===== src/logic/reset_seq_pkg.sv =====
// Constants shared by the reset sequencer and its watchdog
`default_nettype none
package reset_seq_pkg;
    localparam int unsigned POR_DELAY_CYC  = 4064;
    localparam int unsigned DRIVE_E_CYC    = 4;
    localparam int unsigned SAMPLE_E_CYC   = 2;
    localparam int unsigned RATE_WINDOW_E  = 64;
    localparam logic [7:0]  VEC_PAGE_NORM  = 8'hFF;
    localparam logic [7:0]  VEC_PAGE_SPEC  = 8'hBF;
    localparam logic [7:0]  VEC_LO_EXT     = 8'hFE;
    localparam logic [7:0]  VEC_LO_CMON    = 8'hFC;
    localparam logic [7:0]  VEC_LO_WDG     = 8'hFA;
    localparam logic [7:0]  WDG_KEY_ARM    = 8'h55;
    localparam logic [7:0]  WDG_KEY_CLEAR  = 8'hAA;
    localparam logic [1:0]  WDG_RATE_RESET = 2'h0;
    typedef enum logic [1:0] {CAUSE_EXT, CAUSE_CMON, CAUSE_WDG} cause_t;
endpackage
`default_nettype wire


===== src/logic/wdg_if.sv =====
// Link between the sequencer and the watchdog
`timescale 1ns/100ps
`default_nettype none
interface wdg_if;
    logic sys_in_reset;
    logic e_tick;
    logic enable;
    logic special;
    logic timeout;
    modport seq (output sys_in_reset, output e_tick, output enable, output special, input timeout);
    modport dog (input sys_in_reset, input e_tick, input enable, input special, output timeout);
endinterface
`default_nettype wire


===== src/logic/reset_source_sequencer.sv =====
// Reset source sequencer: power-on delay, pin drive, cause sampling, vector select
// How it works
// - Power-on, pin, watchdog, clock monitor all reset fully
// - Power-on and pin share one vector
// - Vector fetched within three cycles after release
// - Vector pair from cause and mode page
// - Reset aborts work, clears control state
// - Power-on waits 4064 clocks before pin check
// - Pin low after delay holds reset
// - Drive pin low four bus cycles
// - Sample two bus cycles later; no internal event pending means external
// - Pending clock monitor, else watchdog, event gives internal vector
// - Watchdog times out unless serviced in time
// - Service with 0x55 then 0xAA
// - Period 2^15 times 1/4/16/64, rate resets 0
// - Watchdog on in normal modes unless disabled
`timescale 1ns/100ps
`default_nettype none
module reset_source_sequencer #(
    parameter int unsigned E_DIV     = 4,
    parameter int unsigned WDG_LOG2  = 15
) (
    input  wire logic        clk,
    input  wire logic        rst_b,
    input  wire logic        reset_pin_in,
    output logic             reset_pin_out,
    output logic             reset_pin_oe,
    input  wire logic        clk_fail,
    input  wire logic        special_mode,
    input  wire logic        watchdog_disable,
    input  wire logic        service_wr,
    input  wire logic [7:0]  service_data,
    input  wire logic        rate_wr,
    input  wire logic [1:0]  rate_data,
    output logic             core_reset,
    output logic             vector_req,
    output logic [15:0]      vector_addr,
    output logic [1:0]       reset_cause
);
    localparam int unsigned DRIVE_CLKS  = reset_seq_pkg::DRIVE_E_CYC * E_DIV;
    localparam int unsigned SAMPLE_CLKS = reset_seq_pkg::SAMPLE_E_CYC * E_DIV;
    initial begin
        if (E_DIV < 2 || E_DIV > 64) $error("E_DIV out of range");
    end

    typedef enum logic [2:0] {
        ST_POR_WAIT, ST_PIN_WAIT, ST_DRIVE, ST_SETTLE, ST_EXT_HOLD, ST_FETCH_HI, ST_FETCH_LO, ST_RUN
    } seq_state_t;

    seq_state_t           state_q;
    logic [11:0]          cnt_q;
    logic [5:0]           ediv_q;
    logic                 e_tick_q;
    logic [1:0]           pin_sync_q;
    logic [1:0]           fail_sync_q;
    logic [1:0]           mode_sync_q;
    logic                 pin_s;
    logic                 fail_s;
    logic                 special_s;
    logic                 wdg_pend_q;
    logic                 cmon_pend_q;
    reset_seq_pkg::cause_t cause_q;
    logic                 reset_pin_oe_q;
    logic                 core_reset_q;
    logic                 vector_req_q;
    logic [15:0]          vector_addr_q;
    logic [7:0]           vec_lo;
    logic [7:0]           vec_page;
    wdg_if                wlink ();

    assign pin_s     = pin_sync_q[1];
    assign fail_s    = fail_sync_q[1];
    assign special_s = mode_sync_q[1];

    // Pins and the analog monitor are asynchronous to clk
    always_ff @(posedge clk or negedge rst_b) begin
        if (!rst_b) begin
            pin_sync_q  <= 2'h0;
            fail_sync_q <= 2'h0;
            mode_sync_q <= 2'h0;
        end else begin
            pin_sync_q  <= {pin_sync_q[0], reset_pin_in};
            fail_sync_q <= {fail_sync_q[0], clk_fail};
            mode_sync_q <= {mode_sync_q[0], special_mode};
        end
    end

    // Bus clock phase for the watchdog
    always_ff @(posedge clk or negedge rst_b) begin
        if (!rst_b) begin
            ediv_q   <= '0;
            e_tick_q <= 1'b0;
        end else begin
            ediv_q   <= (ediv_q == 6'(E_DIV - 1)) ? '0 : ediv_q + 6'h01;
            e_tick_q <= ediv_q == 6'(E_DIV - 1);
        end
    end

    assign wlink.sys_in_reset = core_reset_q;
    assign wlink.e_tick       = e_tick_q;
    assign wlink.enable       = !special_s && !watchdog_disable;
    assign wlink.special      = special_s;

    watchdog_timer #(.BASE_LOG2(WDG_LOG2)) u_wdg (
        .clk          (clk),
        .rst_b        (rst_b),
        .lnk          (wlink.dog),
        .service_wr   (service_wr),
        .service_data (service_data),
        .rate_wr      (rate_wr),
        .rate_data    (rate_data)
    );

    // Internal events; set wins over the clear at fetch end
    always_ff @(posedge clk or negedge rst_b) begin
        if (!rst_b) begin
            wdg_pend_q  <= 1'b0;
            cmon_pend_q <= 1'b0;
        end else begin
            if (wlink.timeout) begin
                wdg_pend_q <= 1'b1;
            end else if (state_q == ST_FETCH_LO) begin
                wdg_pend_q <= 1'b0;
            end
            if (fail_s) begin
                cmon_pend_q <= 1'b1;
            end else if (state_q == ST_FETCH_LO) begin
                cmon_pend_q <= 1'b0;
            end
        end
    end

    always_ff @(posedge clk or negedge rst_b) begin
        if (!rst_b) begin
            state_q        <= ST_POR_WAIT;
            cnt_q          <= '0;
            cause_q        <= reset_seq_pkg::CAUSE_EXT;
            reset_pin_oe_q <= 1'b0;
            core_reset_q   <= 1'b1;
        end else begin
            case (state_q)
                ST_POR_WAIT: begin
                    cnt_q <= cnt_q + 12'h001;
                    if (cnt_q == 12'(reset_seq_pkg::POR_DELAY_CYC - 1)) begin
                        state_q <= ST_PIN_WAIT;
                        cause_q <= reset_seq_pkg::CAUSE_EXT;
                    end
                end
                ST_PIN_WAIT: begin
                    if (pin_s) begin
                        state_q      <= ST_FETCH_HI;
                        core_reset_q <= 1'b0;
                    end
                end
                ST_DRIVE: begin
                    cnt_q <= cnt_q + 12'h001;
                    if (cnt_q == 12'(DRIVE_CLKS - 1)) begin
                        state_q        <= ST_SETTLE;
                        reset_pin_oe_q <= 1'b0;
                        cnt_q          <= '0;
                    end
                end
                ST_SETTLE: begin
                    cnt_q <= cnt_q + 12'h001;
                    if (cnt_q == 12'(SAMPLE_CLKS - 1)) begin
                        if (cmon_pend_q || fail_s) begin
                            cause_q <= reset_seq_pkg::CAUSE_CMON;
                            state_q <= ST_EXT_HOLD;
                        end else if (wdg_pend_q || wlink.timeout) begin
                            cause_q <= reset_seq_pkg::CAUSE_WDG;
                            state_q <= ST_EXT_HOLD;
                        end else begin
                            cause_q <= reset_seq_pkg::CAUSE_EXT;
                            state_q <= ST_EXT_HOLD;
                        end
                    end
                end
                ST_EXT_HOLD: begin
                    // An external holder keeps the core down until release
                    if (pin_s) begin
                        state_q      <= ST_FETCH_HI;
                        core_reset_q <= 1'b0;
                    end
                end
                ST_FETCH_HI: begin
                    state_q <= ST_FETCH_LO;
                end
                ST_FETCH_LO: begin
                    state_q <= ST_RUN;
                end
                ST_RUN: begin
                    if (!pin_s || fail_s || wlink.timeout) begin
                        state_q        <= ST_DRIVE;
                        reset_pin_oe_q <= 1'b1;
                        core_reset_q   <= 1'b1;
                        cnt_q          <= '0;
                    end
                end
                default: begin
                    state_q <= ST_POR_WAIT;
                end
            endcase
        end
    end

    always_comb begin
        case (cause_q)
            reset_seq_pkg::CAUSE_CMON: vec_lo = reset_seq_pkg::VEC_LO_CMON;
            reset_seq_pkg::CAUSE_WDG:  vec_lo = reset_seq_pkg::VEC_LO_WDG;
            default:                   vec_lo = reset_seq_pkg::VEC_LO_EXT;
        endcase
        vec_page = special_s ? reset_seq_pkg::VEC_PAGE_SPEC : reset_seq_pkg::VEC_PAGE_NORM;
    end

    // Even vector address first, odd address (bit 0 set) on the next cycle
    always_ff @(posedge clk or negedge rst_b) begin
        if (!rst_b) begin
            vector_req_q  <= 1'b0;
            vector_addr_q <= 16'h0000;
        end else if ((state_q == ST_PIN_WAIT || state_q == ST_EXT_HOLD) && pin_s) begin
            vector_req_q  <= 1'b1;
            vector_addr_q <= {vec_page, vec_lo};
        end else if (state_q == ST_FETCH_HI) begin
            vector_addr_q <= {vector_addr_q[15:1], 1'b1};
        end else if (state_q == ST_FETCH_LO) begin
            vector_req_q  <= 1'b0;
        end
    end

    assign reset_pin_out = 1'b0;
    assign reset_pin_oe  = reset_pin_oe_q;
    assign core_reset    = core_reset_q;
    assign vector_req    = vector_req_q;
    assign vector_addr   = vector_addr_q;
    assign reset_cause   = cause_q;

    logic [11:0] oe_len_q;
    always_ff @(posedge clk or negedge rst_b) begin
        if (!rst_b) begin
            oe_len_q <= '0;
        end else begin
            oe_len_q <= reset_pin_oe_q ? oe_len_q + 12'h001 : '0;
        end
    end

    a_drive_len: assert property (@(posedge clk) disable iff (!rst_b)
        $fell(reset_pin_oe_q) |-> oe_len_q == 12'(DRIVE_CLKS))
        else $error("Pin drive length wrong");
    a_por_delay: assert property (@(posedge clk) disable iff (!rst_b)
        $past(state_q) == ST_POR_WAIT && state_q != ST_POR_WAIT
        |-> $past(cnt_q) == 12'(reset_seq_pkg::POR_DELAY_CYC - 1))
        else $error("Power-on delay wrong");
    a_hold_low: assert property (@(posedge clk) disable iff (!rst_b)
        state_q == ST_PIN_WAIT && !pin_s |=> core_reset_q && state_q == ST_PIN_WAIT)
        else $error("Left reset while pin low");
    a_fetch_soon: assert property (@(posedge clk) disable iff (!rst_b)
        $fell(core_reset_q) |-> vector_req_q ##1 vector_req_q ##1 !vector_req_q && state_q == ST_RUN)
        else $error("Vector fetch not within three cycles");
    a_vec_pair: assert property (@(posedge clk) disable iff (!rst_b)
        $rose(vector_req_q) |=> vector_addr_q == $past(vector_addr_q) + 16'h0001)
        else $error("Vector pair not consecutive");
    a_vec_page: assert property (@(posedge clk) disable iff (!rst_b)
        vector_req_q |-> vector_addr_q[15:8] == (special_s ? reset_seq_pkg::VEC_PAGE_SPEC
                                                           : reset_seq_pkg::VEC_PAGE_NORM))
        else $error("Vector page wrong for mode");
    a_wdg_vector: assert property (@(posedge clk) disable iff (!rst_b)
        vector_req_q && cause_q == reset_seq_pkg::CAUSE_WDG |-> vector_addr_q[7:1] == 7'h7D)
        else $error("Watchdog vector wrong");
    a_internal_prio: assert property (@(posedge clk) disable iff (!rst_b)
        state_q == ST_SETTLE && cnt_q == 12'(SAMPLE_CLKS - 1) && (wdg_pend_q || cmon_pend_q)
        |=> cause_q != reset_seq_pkg::CAUSE_EXT)
        else $error("Internal cause lost to external");
    a_sample_ext: assert property (@(posedge clk) disable iff (!rst_b)
        state_q == ST_SETTLE && cnt_q == 12'(SAMPLE_CLKS - 1) && !wdg_pend_q && !cmon_pend_q
        && !fail_s && !wlink.timeout |=> cause_q == reset_seq_pkg::CAUSE_EXT)
        else $error("Low sample not classed external");
    a_run_reset: assert property (@(posedge clk) disable iff (!rst_b)
        state_q == ST_RUN && wlink.timeout |=> core_reset_q && reset_pin_oe_q)
        else $error("Watchdog timeout did not reset");
endmodule
`default_nettype wire


===== src/logic/watchdog_timer.sv =====
// Free-running watchdog with keyed service and rate select, write-once outside special mode
`timescale 1ns/100ps
`default_nettype none
module watchdog_timer #(
    parameter int unsigned BASE_LOG2 = 15
) (
    input  wire logic       clk,
    input  wire logic       rst_b,
    wdg_if.dog              lnk,
    input  wire logic       service_wr,
    input  wire logic [7:0] service_data,
    input  wire logic       rate_wr,
    input  wire logic [1:0] rate_data
);
    localparam int unsigned W = BASE_LOG2 + 6;
    initial begin
        if (BASE_LOG2 < 2 || BASE_LOG2 > 24) $error("BASE_LOG2 out of range");
    end

    logic [W-1:0] count_q;
    logic         armed_q;
    logic [1:0]   watchdog_rate_sel_q;
    logic         rate_locked_q;
    logic [6:0]   window_q;
    logic         timeout_q;
    logic [W-1:0] terminal;
    logic         clear_hit;

    // Period is 2^BASE scaled by 1, 4, 16 or 64
    assign terminal  = {W{1'b1}} >> (3'h6 - {watchdog_rate_sel_q, 1'b0});
    assign clear_hit = service_wr && service_data == reset_seq_pkg::WDG_KEY_CLEAR && armed_q;
    assign lnk.timeout = timeout_q;

    always_ff @(posedge clk or negedge rst_b) begin
        if (!rst_b) begin
            armed_q <= 1'b0;
        end else if (lnk.sys_in_reset) begin
            armed_q <= 1'b0;
        end else if (service_wr && service_data == reset_seq_pkg::WDG_KEY_ARM) begin
            armed_q <= 1'b1;
        end else if (clear_hit) begin
            armed_q <= 1'b0;
        end
    end

    always_ff @(posedge clk or negedge rst_b) begin
        if (!rst_b) begin
            count_q   <= '0;
            timeout_q <= 1'b0;
        end else if (lnk.sys_in_reset || !lnk.enable || clear_hit) begin
            count_q   <= '0;
            timeout_q <= 1'b0;
        end else if (lnk.e_tick) begin
            count_q   <= (count_q == terminal) ? '0 : count_q + 1'b1;
            timeout_q <= count_q == terminal;
        end else begin
            timeout_q <= 1'b0;
        end
    end

    // Late rate writes in normal modes would let runaway code stretch the period
    always_ff @(posedge clk or negedge rst_b) begin
        if (!rst_b) begin
            watchdog_rate_sel_q <= reset_seq_pkg::WDG_RATE_RESET;
            rate_locked_q       <= 1'b0;
            window_q            <= '0;
        end else if (lnk.sys_in_reset) begin
            watchdog_rate_sel_q <= reset_seq_pkg::WDG_RATE_RESET;
            rate_locked_q       <= 1'b0;
            window_q            <= '0;
        end else begin
            if (lnk.e_tick && window_q != 7'(reset_seq_pkg::RATE_WINDOW_E)) begin
                window_q <= window_q + 7'h01;
            end
            if (rate_wr && (lnk.special || !rate_locked_q)) begin
                watchdog_rate_sel_q <= rate_data;
                rate_locked_q       <= 1'b1;
            end else if (window_q == 7'(reset_seq_pkg::RATE_WINDOW_E)) begin
                rate_locked_q <= 1'b1;
            end
        end
    end

    a_clear_count: assert property (@(posedge clk) disable iff (!rst_b)
        clear_hit && !lnk.sys_in_reset |=> count_q == '0 && !armed_q)
        else $error("Keyed service did not clear the count");
    a_rate_reset: assert property (@(posedge clk) disable iff (!rst_b)
        lnk.sys_in_reset |=> watchdog_rate_sel_q == reset_seq_pkg::WDG_RATE_RESET)
        else $error("Rate field not cleared by reset");
    a_no_clear_unarmed: assert property (@(posedge clk) disable iff (!rst_b)
        !armed_q && lnk.e_tick && lnk.enable && !lnk.sys_in_reset && count_q != terminal
        |=> count_q == $past(count_q) + 1'b1)
        else $error("Count did not advance");
endmodule
`default_nettype wire


===== config.mk =====
export PLATFORM = sky130hd
export DESIGN_NAME = reset_source_sequencer
export DESIGN_NICKNAME = d
export VERILOG_FILES = /design/src/logic/reset_seq_pkg.sv /design/src/logic/wdg_if.sv /design/src/logic/reset_source_sequencer.sv /design/src/logic/watchdog_timer.sv
export SDC_FILE = /design/constraint.sdc
export NUM_CORES = 1
export LEC_CHECK = 0
export BUFFER_PORTS_ARGS = -buffer_cell sky130_fd_sc_hd__clkbuf_2
export CAP_MARGIN = 15
export CORE_MARGIN = 2
export CORE_UTILIZATION = 55
export CTS_CLUSTER_SIZE = 16
export DETAILED_ROUTE_END_ITERATION = 8
export GPL_ROUTABILITY_DRIVEN = 1
export GPL_TIMING_DRIVEN = 0
export PLACE_DENSITY = 0.75
export SYNTH_ARGS = -nofsm -noshare
export SYNTH_HDL_FRONTEND = slang
export SYNTH_SLANG_ARGS = --single-unit

===== constraint.sdc =====
create_clock -name clk -period 2.06 [get_ports clk]
set_input_delay 0.206 -clock clk [delete_from_list [all_inputs] [get_ports clk]]
set_output_delay 0.206 -clock clk [all_outputs]
set_load 0.01 [all_outputs]

==> impl_metrics.tcl, run 1 <==
set metrics [dict create \
    status "complete, no violations" \
    track_usage_pct 21.6 \
    cts_root_buffer "clkbuf_8" \
    period_share_pct 96.7 \
    synth_top_family_by_area "simple AND/OR/NAND/NOR gates" \
    crit_arrival_ps 2220 \
    pre_cts_ws_ps -51.1 \
    synth.avg_cell_area_um2 9.41 \
    tightest_slew_ps 590 \
    finalPower_mw 2.68 \
    maxSlewViolCount 0 \
    worst_setup_path_end_kind "flop" \
    drtPass1Iterations 4 \
    clkLatencyLatePin_ps 340 \
    fillers 583 \
    syn_nets 422 \
    setup_slack_ps 68.4 \
    synth.area.mux_share_pct 0.533 \
    drc_errors 0 \
    wl_per_cell_um 14.4 \
    areaGrowthSynthToFinish_pct 17.8 \
    powerDensity_nw_per_um2 605 \
    ios 40 \
    timing.setup.tns_ps 0 \
    final_cell_area_um2 4420 \
    dpl-instance-area_um2 4070 \
    setup_violations 0 \
    start_util_pct 55.9 \
    synth_compound_gate_area_share_pct 16.2 \
    drive_gt1_share_pct 20.9 \
    cts_buffer_depth 2 \
    synth_fa_ha_area_share_pct 1.67 \
    synth_cell_types 54 \
    hold_path_class "in -> reg" \
    cp_max_fo 10 \
    hold_viol 0 \
    cp.required_ps 2290 \
    yosysTopAreaCellShare_pct 48.0 \
    syn_inst 399 \
    die_h_um 86.6 \
    io_buffer_count 38 \
    die_x_um 86.6 \
    synth_warnings 0 \
    worst_clock_skew_ps 8.65 \
    grt_pass1_vias 2853 \
    synth_edf_count 0 \
    synthTopCellsByArea "dfrtp_1 48%, nand2_1 4.1%, nor2_1 3.8%, xor2_1 2.8%, a21oi_1 2.7%" \
    place.gp.congestion 0.851 \
    max_cap_viol_count 0 \
    row_count 30 \
    reg2reg_slack_ps 70 \
    dp.final_hpwl_um 5450 \
    cts.htree.levels 3 \
    antenna_left 0 \
    max_slew_margin_pct 60.7 \
    synthTopCellsByCount "72 x dfrtp_1, 41 x nand2_1, 38 x nor2_1" \
    yosysTopAreaCell "dfrtp_1" \
    critical_path_class "reg -> reg" \
    core_um2 6720 \
    layout_min_cycle_time_ps 1990 \
    synth.most_common_cell "dfrtp_1" \
    wirelength_um 7880 \
    dieArea_um2 7510 \
    syn-cell-area_um2 3760 \
    routed_via_density 5.80 \
    clk_pin_slew_ps 80 \
    dr_total_vias 3180 \
    grt_max_degree 40 \
    grt.overflow.total 0 \
    synth-main-ff-cell "dfrtp_1" \
    yosys.area_share.simple_pct 23.5 \
    startpoint_type "flop" \
    antenna_found_initial 0 \
    synthArstFlopShare_pct 100 \
    max_freq_mhz 502 \
    synth_xor_area_share_pct 4.20 \
    antenna_cells 0 \
    leakage_nw 1.96 \
    cts_buffers 9 \
    synth-seq-cells 73 \
    num-nets-final 486 \
    cts_sinks 73 \
    grt_pass1_wl_um 12900 \
    synth_seq_area_share_pct 48.7 \
    drtIter0Drc 173 \
    cts_tree "yes" \
    ir_worst_vdd_v 0.000395 \
]
## placed cells by master (no fill, tap or decap), types with 4 or more instances in the layout
cell type and count:
a21oi_1 20, clkbuf_8 9, ha_1 5, a21o_1 8, and2_1 4, nor3_1 9, nand2_1 41, o21ai_1 14
inv_1 7, nand4_1 14, nor2b_1 5, clkbuf_2 37, o21ai_0 13, nand3_1 18, dlygate4sd3_1 4, xor2_1 12
nor2_1 38, clkbuf_1 7, nand2b_1 6, dfrtp_1 69, o21bai_1 4, and3_1 8, xnor2_1 6, a22o_1 11
nor4_1 5, or3_1 5, buf_4 26
## worst max-delay path, cell delays in order (launching register included)
cell and delay [ps]:
dfrtp_2 440, or4_4 560, o31ai_4 230, and2_1 150, buf_4 160, nor2_2 110
a22o_1 230
## per-stage QoR
step / hold slack [ps] / std cells / utilization, %
final: 103 / 548 / 65.8
after global routing: 122 / 548 / 65.8
after CTS: 91.1 / 542 / 64.6
after detailed placement: 228 / 518 / 60.6
after global placement: 314 / 517 / 60.2
after floorplan: -89.6 / 399 / -
## final cells by class
type,instances,area [um2],share of cell area [%]
buffer,25,154,3.48
inverter,9,33.8,0.764
sequential,73,1830,41.4
multi-input combinational,289,1760,39.8
timing repair buffer,56,350,7.92
tap,80,100,2.26
clock buffer,9,124,2.80
clock inverter,7,71.3,1.61
## path summary, 6_finish.rpt
kind,startpoint,to,cells past startpoint
max,cnt_q[4],cnt_q[2],6
min,rate_data[1],u_wdg.watchdog_rate_sel_q[1],3
max reg2reg,cnt_q[4],cnt_q[2],6
min reg2reg,pin_sync_q[0],pin_sync_q[1],0
max in group asynchronous,rst_b,core_reset,3
min in group asynchronous,rst_b,cnt_q[9],2
## timing repair
action                                  in CTS  in global routing
hold buffers                                 4                  0
endpoints found under the setup margin      19                 23
buffers inserted                             4                  8
gates resized for setup                      2                  8
pin swaps                                    1                  6
hold endpoints to repair                    37                  0
gates cloned                                 0                  1
## logic make-up (layout without fill, tap and decap cells)
family,after synthesis,count (layout)
and+or+nand+nor,170,170
DFF,73,73
AOI/OAI and AO/OA,93,93
xor gates and xnor gates,18,18
muxes,2,2
other,1,1
adders and majority gates,5,5
buffers and inverters,37,106
## report_power, final
group | switching, mW | internal [mW] | total [mW]
Sequential | 0.0131 | 1.45 | 1.46
Combinational | 0.0737 | 0.0566 | 0.130
Clock | 0.531 | 0.556 | 1.09
Total | 0.618 | 2.06 | 2.68
## sequential cells by signal, summed over array words and instances, names as in the netlist, 2 cells and up, named ones only
register / count
vector_addr: 5
mode_sync_q: 2
fail_sync_q: 2
cnt_q: 12
u_wdg.count_q: 21
u_wdg.window_q: 7
u_wdg.watchdog_rate_sel_q: 2
reset_cause: 2
state_q: 2
pin_sync_q: 2
ediv_q: 6
## routing by layer
layer | wire [um] | vias to the layer above | share of wire (%) | global-route usage (%)
met5 | 0 | - | 0 | 0
met4 | 136 | 0 | 1.7 | 8.95
met3 | 279 | 15 | 3.5 | 2.95
met2 | 3750 | 85 | 48 | 35.4
met1 | 3710 | 1523 | 47 | 29.0
li1 | - | 1557 | - | -
Power figures use the tool's default switching activity.
==> inputs of run 2 (changes only) <==
--- a/config.mk
+++ b/config.mk
@@ -5,6 +5,7 @@
 export SDC_FILE = /design/constraint.sdc
 export NUM_CORES = 1
 export LEC_CHECK = 0
+export ABC_AREA = 1
 export BUFFER_PORTS_ARGS = -buffer_cell sky130_fd_sc_hd__clkbuf_2
 export CAP_MARGIN = 15
 export CORE_MARGIN = 2
==> impl_metrics.tcl, run 2 <==
set metrics [dict create \
    die_x_um 89.4 \
    rsz0062_at_grt "false" \
    start_util_pct 56.0 \
    status "complete, no violations" \
    ios 40 \
    num-nets-final 608 \
    holdBufCountCts 4 \
    wl_met1_um 4000 \
    grt_pass1_wl_um 14200 \
    synth_cell_types 36 \
    cp_slowest_cell "dfrtp_1" \
    cts_tree "yes" \
    endpoint "u_wdg.count_q[0]" \
    cts_setup_buffers 0 \
    die_h_um 89.4 \
    crit_arrival_ps 2050 \
    period_share_pct 88.4 \
    final_cell_mix "130 x nand2_1, 72 x dfrtp_1, 61 x inv_1" \
    reg2reg_slack_ps 240 \
    dp.final_hpwl_um 6200 \
    place.gp.congestion 0.914 \
    drtPass1Iterations 5 \
    dieArea_um2 8000 \
    cts_buffers 9 \
    largest-register "u_wdg.count_q" \
    synth-main-ff-cell "dfrtp_1" \
    cp.required_ps 2280 \
    antenna_found_initial 0 \
    rr_endpoint "u_wdg.count_q[0]" \
    wl_per_cell_um 12.3 \
    cpMostUsedCell "nand2_1" \
    clk_pin_slew_ps 80 \
    layout_min_cycle_time_ps 1820 \
    drc_errors 0 \
    max_cap_viol_count 0 \
    antenna_cells 0 \
    syn_nets 554 \
    synth_edf_count 0 \
    largest_reg_flops 21 \
    path_buf_inv 1 \
    maxSlewViolCount 0 \
    synth_warnings 0 \
    ir_worst_vdd_v 0.000420 \
    synth.avg_cell_area_um2 7.56 \
    powerDensity_nw_per_um2 680 \
    cp_cell_sequence "ha_1 -> nand2_1 -> nor2_4 -> nand3_2 -> inv_1 -> nand2_1 -> nand2_1 -> o21ai_0" \
    post-route-util_pct 65.4 \
    dr_wl_met3_um 380 \
    cts_buffer_depth 2 \
    syn_inst 531 \
    synthArstFlopShare_pct 100 \
    dr_total_vias 3557 \
    hold_path_class "in -> reg" \
    cts_root_buffer "clkbuf_8" \
    synthTopCellsByCount "130 x nand2_1, 72 x dfrtp_1, 61 x inv_1" \
    grt_pass1_vias 3147 \
    rr_startpoint "u_wdg.count_q[0]" \
    cts.htree.levels 3 \
    worst_setup_path_end_kind "flop" \
    yosysTopAreaCell "dfrtp_1" \
    synth.most_common_cell "nand2_1" \
    antenna_left 0 \
    startpoint_type "flop" \
    tightest_slew_ps 528 \
    critical_path.max_stage_delay_ps 400 \
    max_freq_mhz 549 \
    synth-seq-cells 73 \
    grt.overflow.total 0 \
    track_usage_pct 22.9 \
    setup_violations 0 \
    row_count 31 \
    max_slew_margin_pct 64.8 \
    drtIter0Drc 238 \
    cp_max_fo 6 \
    synthTopCellsByArea "dfrtp_1 45%, nand2_1 12%, nand3_1 6.0%, inv_1 5.7%, nor2_1 5.4%" \
    core_um2 7180 \
    mostFrequentLayoutCell "nand2_1" \
    grt_max_degree 48 \
    worst_clock_skew_ps 10.4 \
    reg_top3 "u_wdg.count_q x21, cnt_q x12, u_wdg.window_q x7" \
    wl_met2_um 3990 \
    cts_resized 0 \
    drive_gt1_share_pct 14.7 \
    areaGrowthSynthToFinish_pct 16.8 \
    timing.setup.tns_ps 0 \
    syn-cell-area_um2 4020 \
    io_buffer_count 38 \
    critical_path_class "reg -> reg" \
    critPathLaunch "u_wdg.count_q[0]" \
    routed_via_density 5.16 \
    leakage_nw 2.24 \
    cp.depth 8 \
    clkLatencyLatePin_ps 350 \
    yosysTopAreaCellShare_pct 44.9 \
    hold_viol 0 \
    cts_sinks 73 \
    wirelength_um 8470 \
    top_layer "met4" \
    cp_top_family "simple AND/OR/NAND/NOR gates" \
    synth_seq_area_share_pct 45.5 \
    reg2reg_depth 8 \
]
==> run 2: power by group <==
part | leakage, nW | switching, mW | internal [mW] | total (mW)
combinational | 1.14 | 0.0765 | 0.0439 | 0.120
sequential | 0.956 | 0.0147 | 1.45 | 1.46
clock | 0.140 | 0.559 | 1.05 | 1.61
total | 2.24 | 0.650 | 2.54 | 3.19
==> run 2: worst min-delay path, cell delays in order <==
cell and delay (ps):
clkbuf_2 80, nand3_1 60, o21ai_0 70
==> run 2: metal layers <==
layer / GRT usage (%) / up-vias
li1: - / 1827
met1: 31.0 / 1627
met2: 36.1 / 96
met3: 5.54 / 7
met4: 8.01 / 0
met5: 0 / -
==> run 2: worst min-delay path by stage <==
stage	from	end	slack, ps	cells after the start
2_1_floorplan	rst_b	asynchronous set/reset pin	-90	0
3_3_place_gp	clk_fail	fail_sync_q[0]	310	1
3_5_place_dp	rst_b	cnt_q[7]	180	1
4_1_cts	rate_data[0]	u_wdg.watchdog_rate_sel_q[0]	80	3
5_1_grt	rate_data[0]	u_wdg.watchdog_rate_sel_q[0]	110	3
6_report	rate_data[1]	u_wdg.watchdog_rate_sel_q[1]	100	3
==> run 2: per-stage QoR <==
step	hold slack, ps	cells	instance area, um2	power, mW	setup slack (ps)
2_1_floorplan	-89.6	531	4020	1.54	593
4_1_cts	84.9	689	4690	3.22	265
6_report	95.2	689	4690	3.19	239
3_3_place_gp	314	668	4330	1.59	217
3_5_place_dp	181	669	4360	1.60	298
5_1_grt	110	689	4690	3.33	41.0
==> run 2: logic make-up (layout without fill, tap and decap cells) <==
logic type	count (synthesis)	in the layout	synth area share, %
other	1	1	0.0934
and+or+nand+nor	284	284	31.3
adders and majority gates	5	5	1.56
DFF	73	73	45.5
xor gates and xnor gates	10	10	2.18
AOI/OAI and AO/OA	75	75	9.94
buffers and inverters	83	142	9.41
==> run 2: cell type report <==
class	count	area, um2
Buffer	20	141
Clock buffer	9	124
Sequential cell	73	1830
Multi-Input combinational cell	375	1810
Clock inverter	7	166
Fill cell	620	2490
Timing Repair Buffer	43	260
Inverter	63	236
Tap cell	99	124
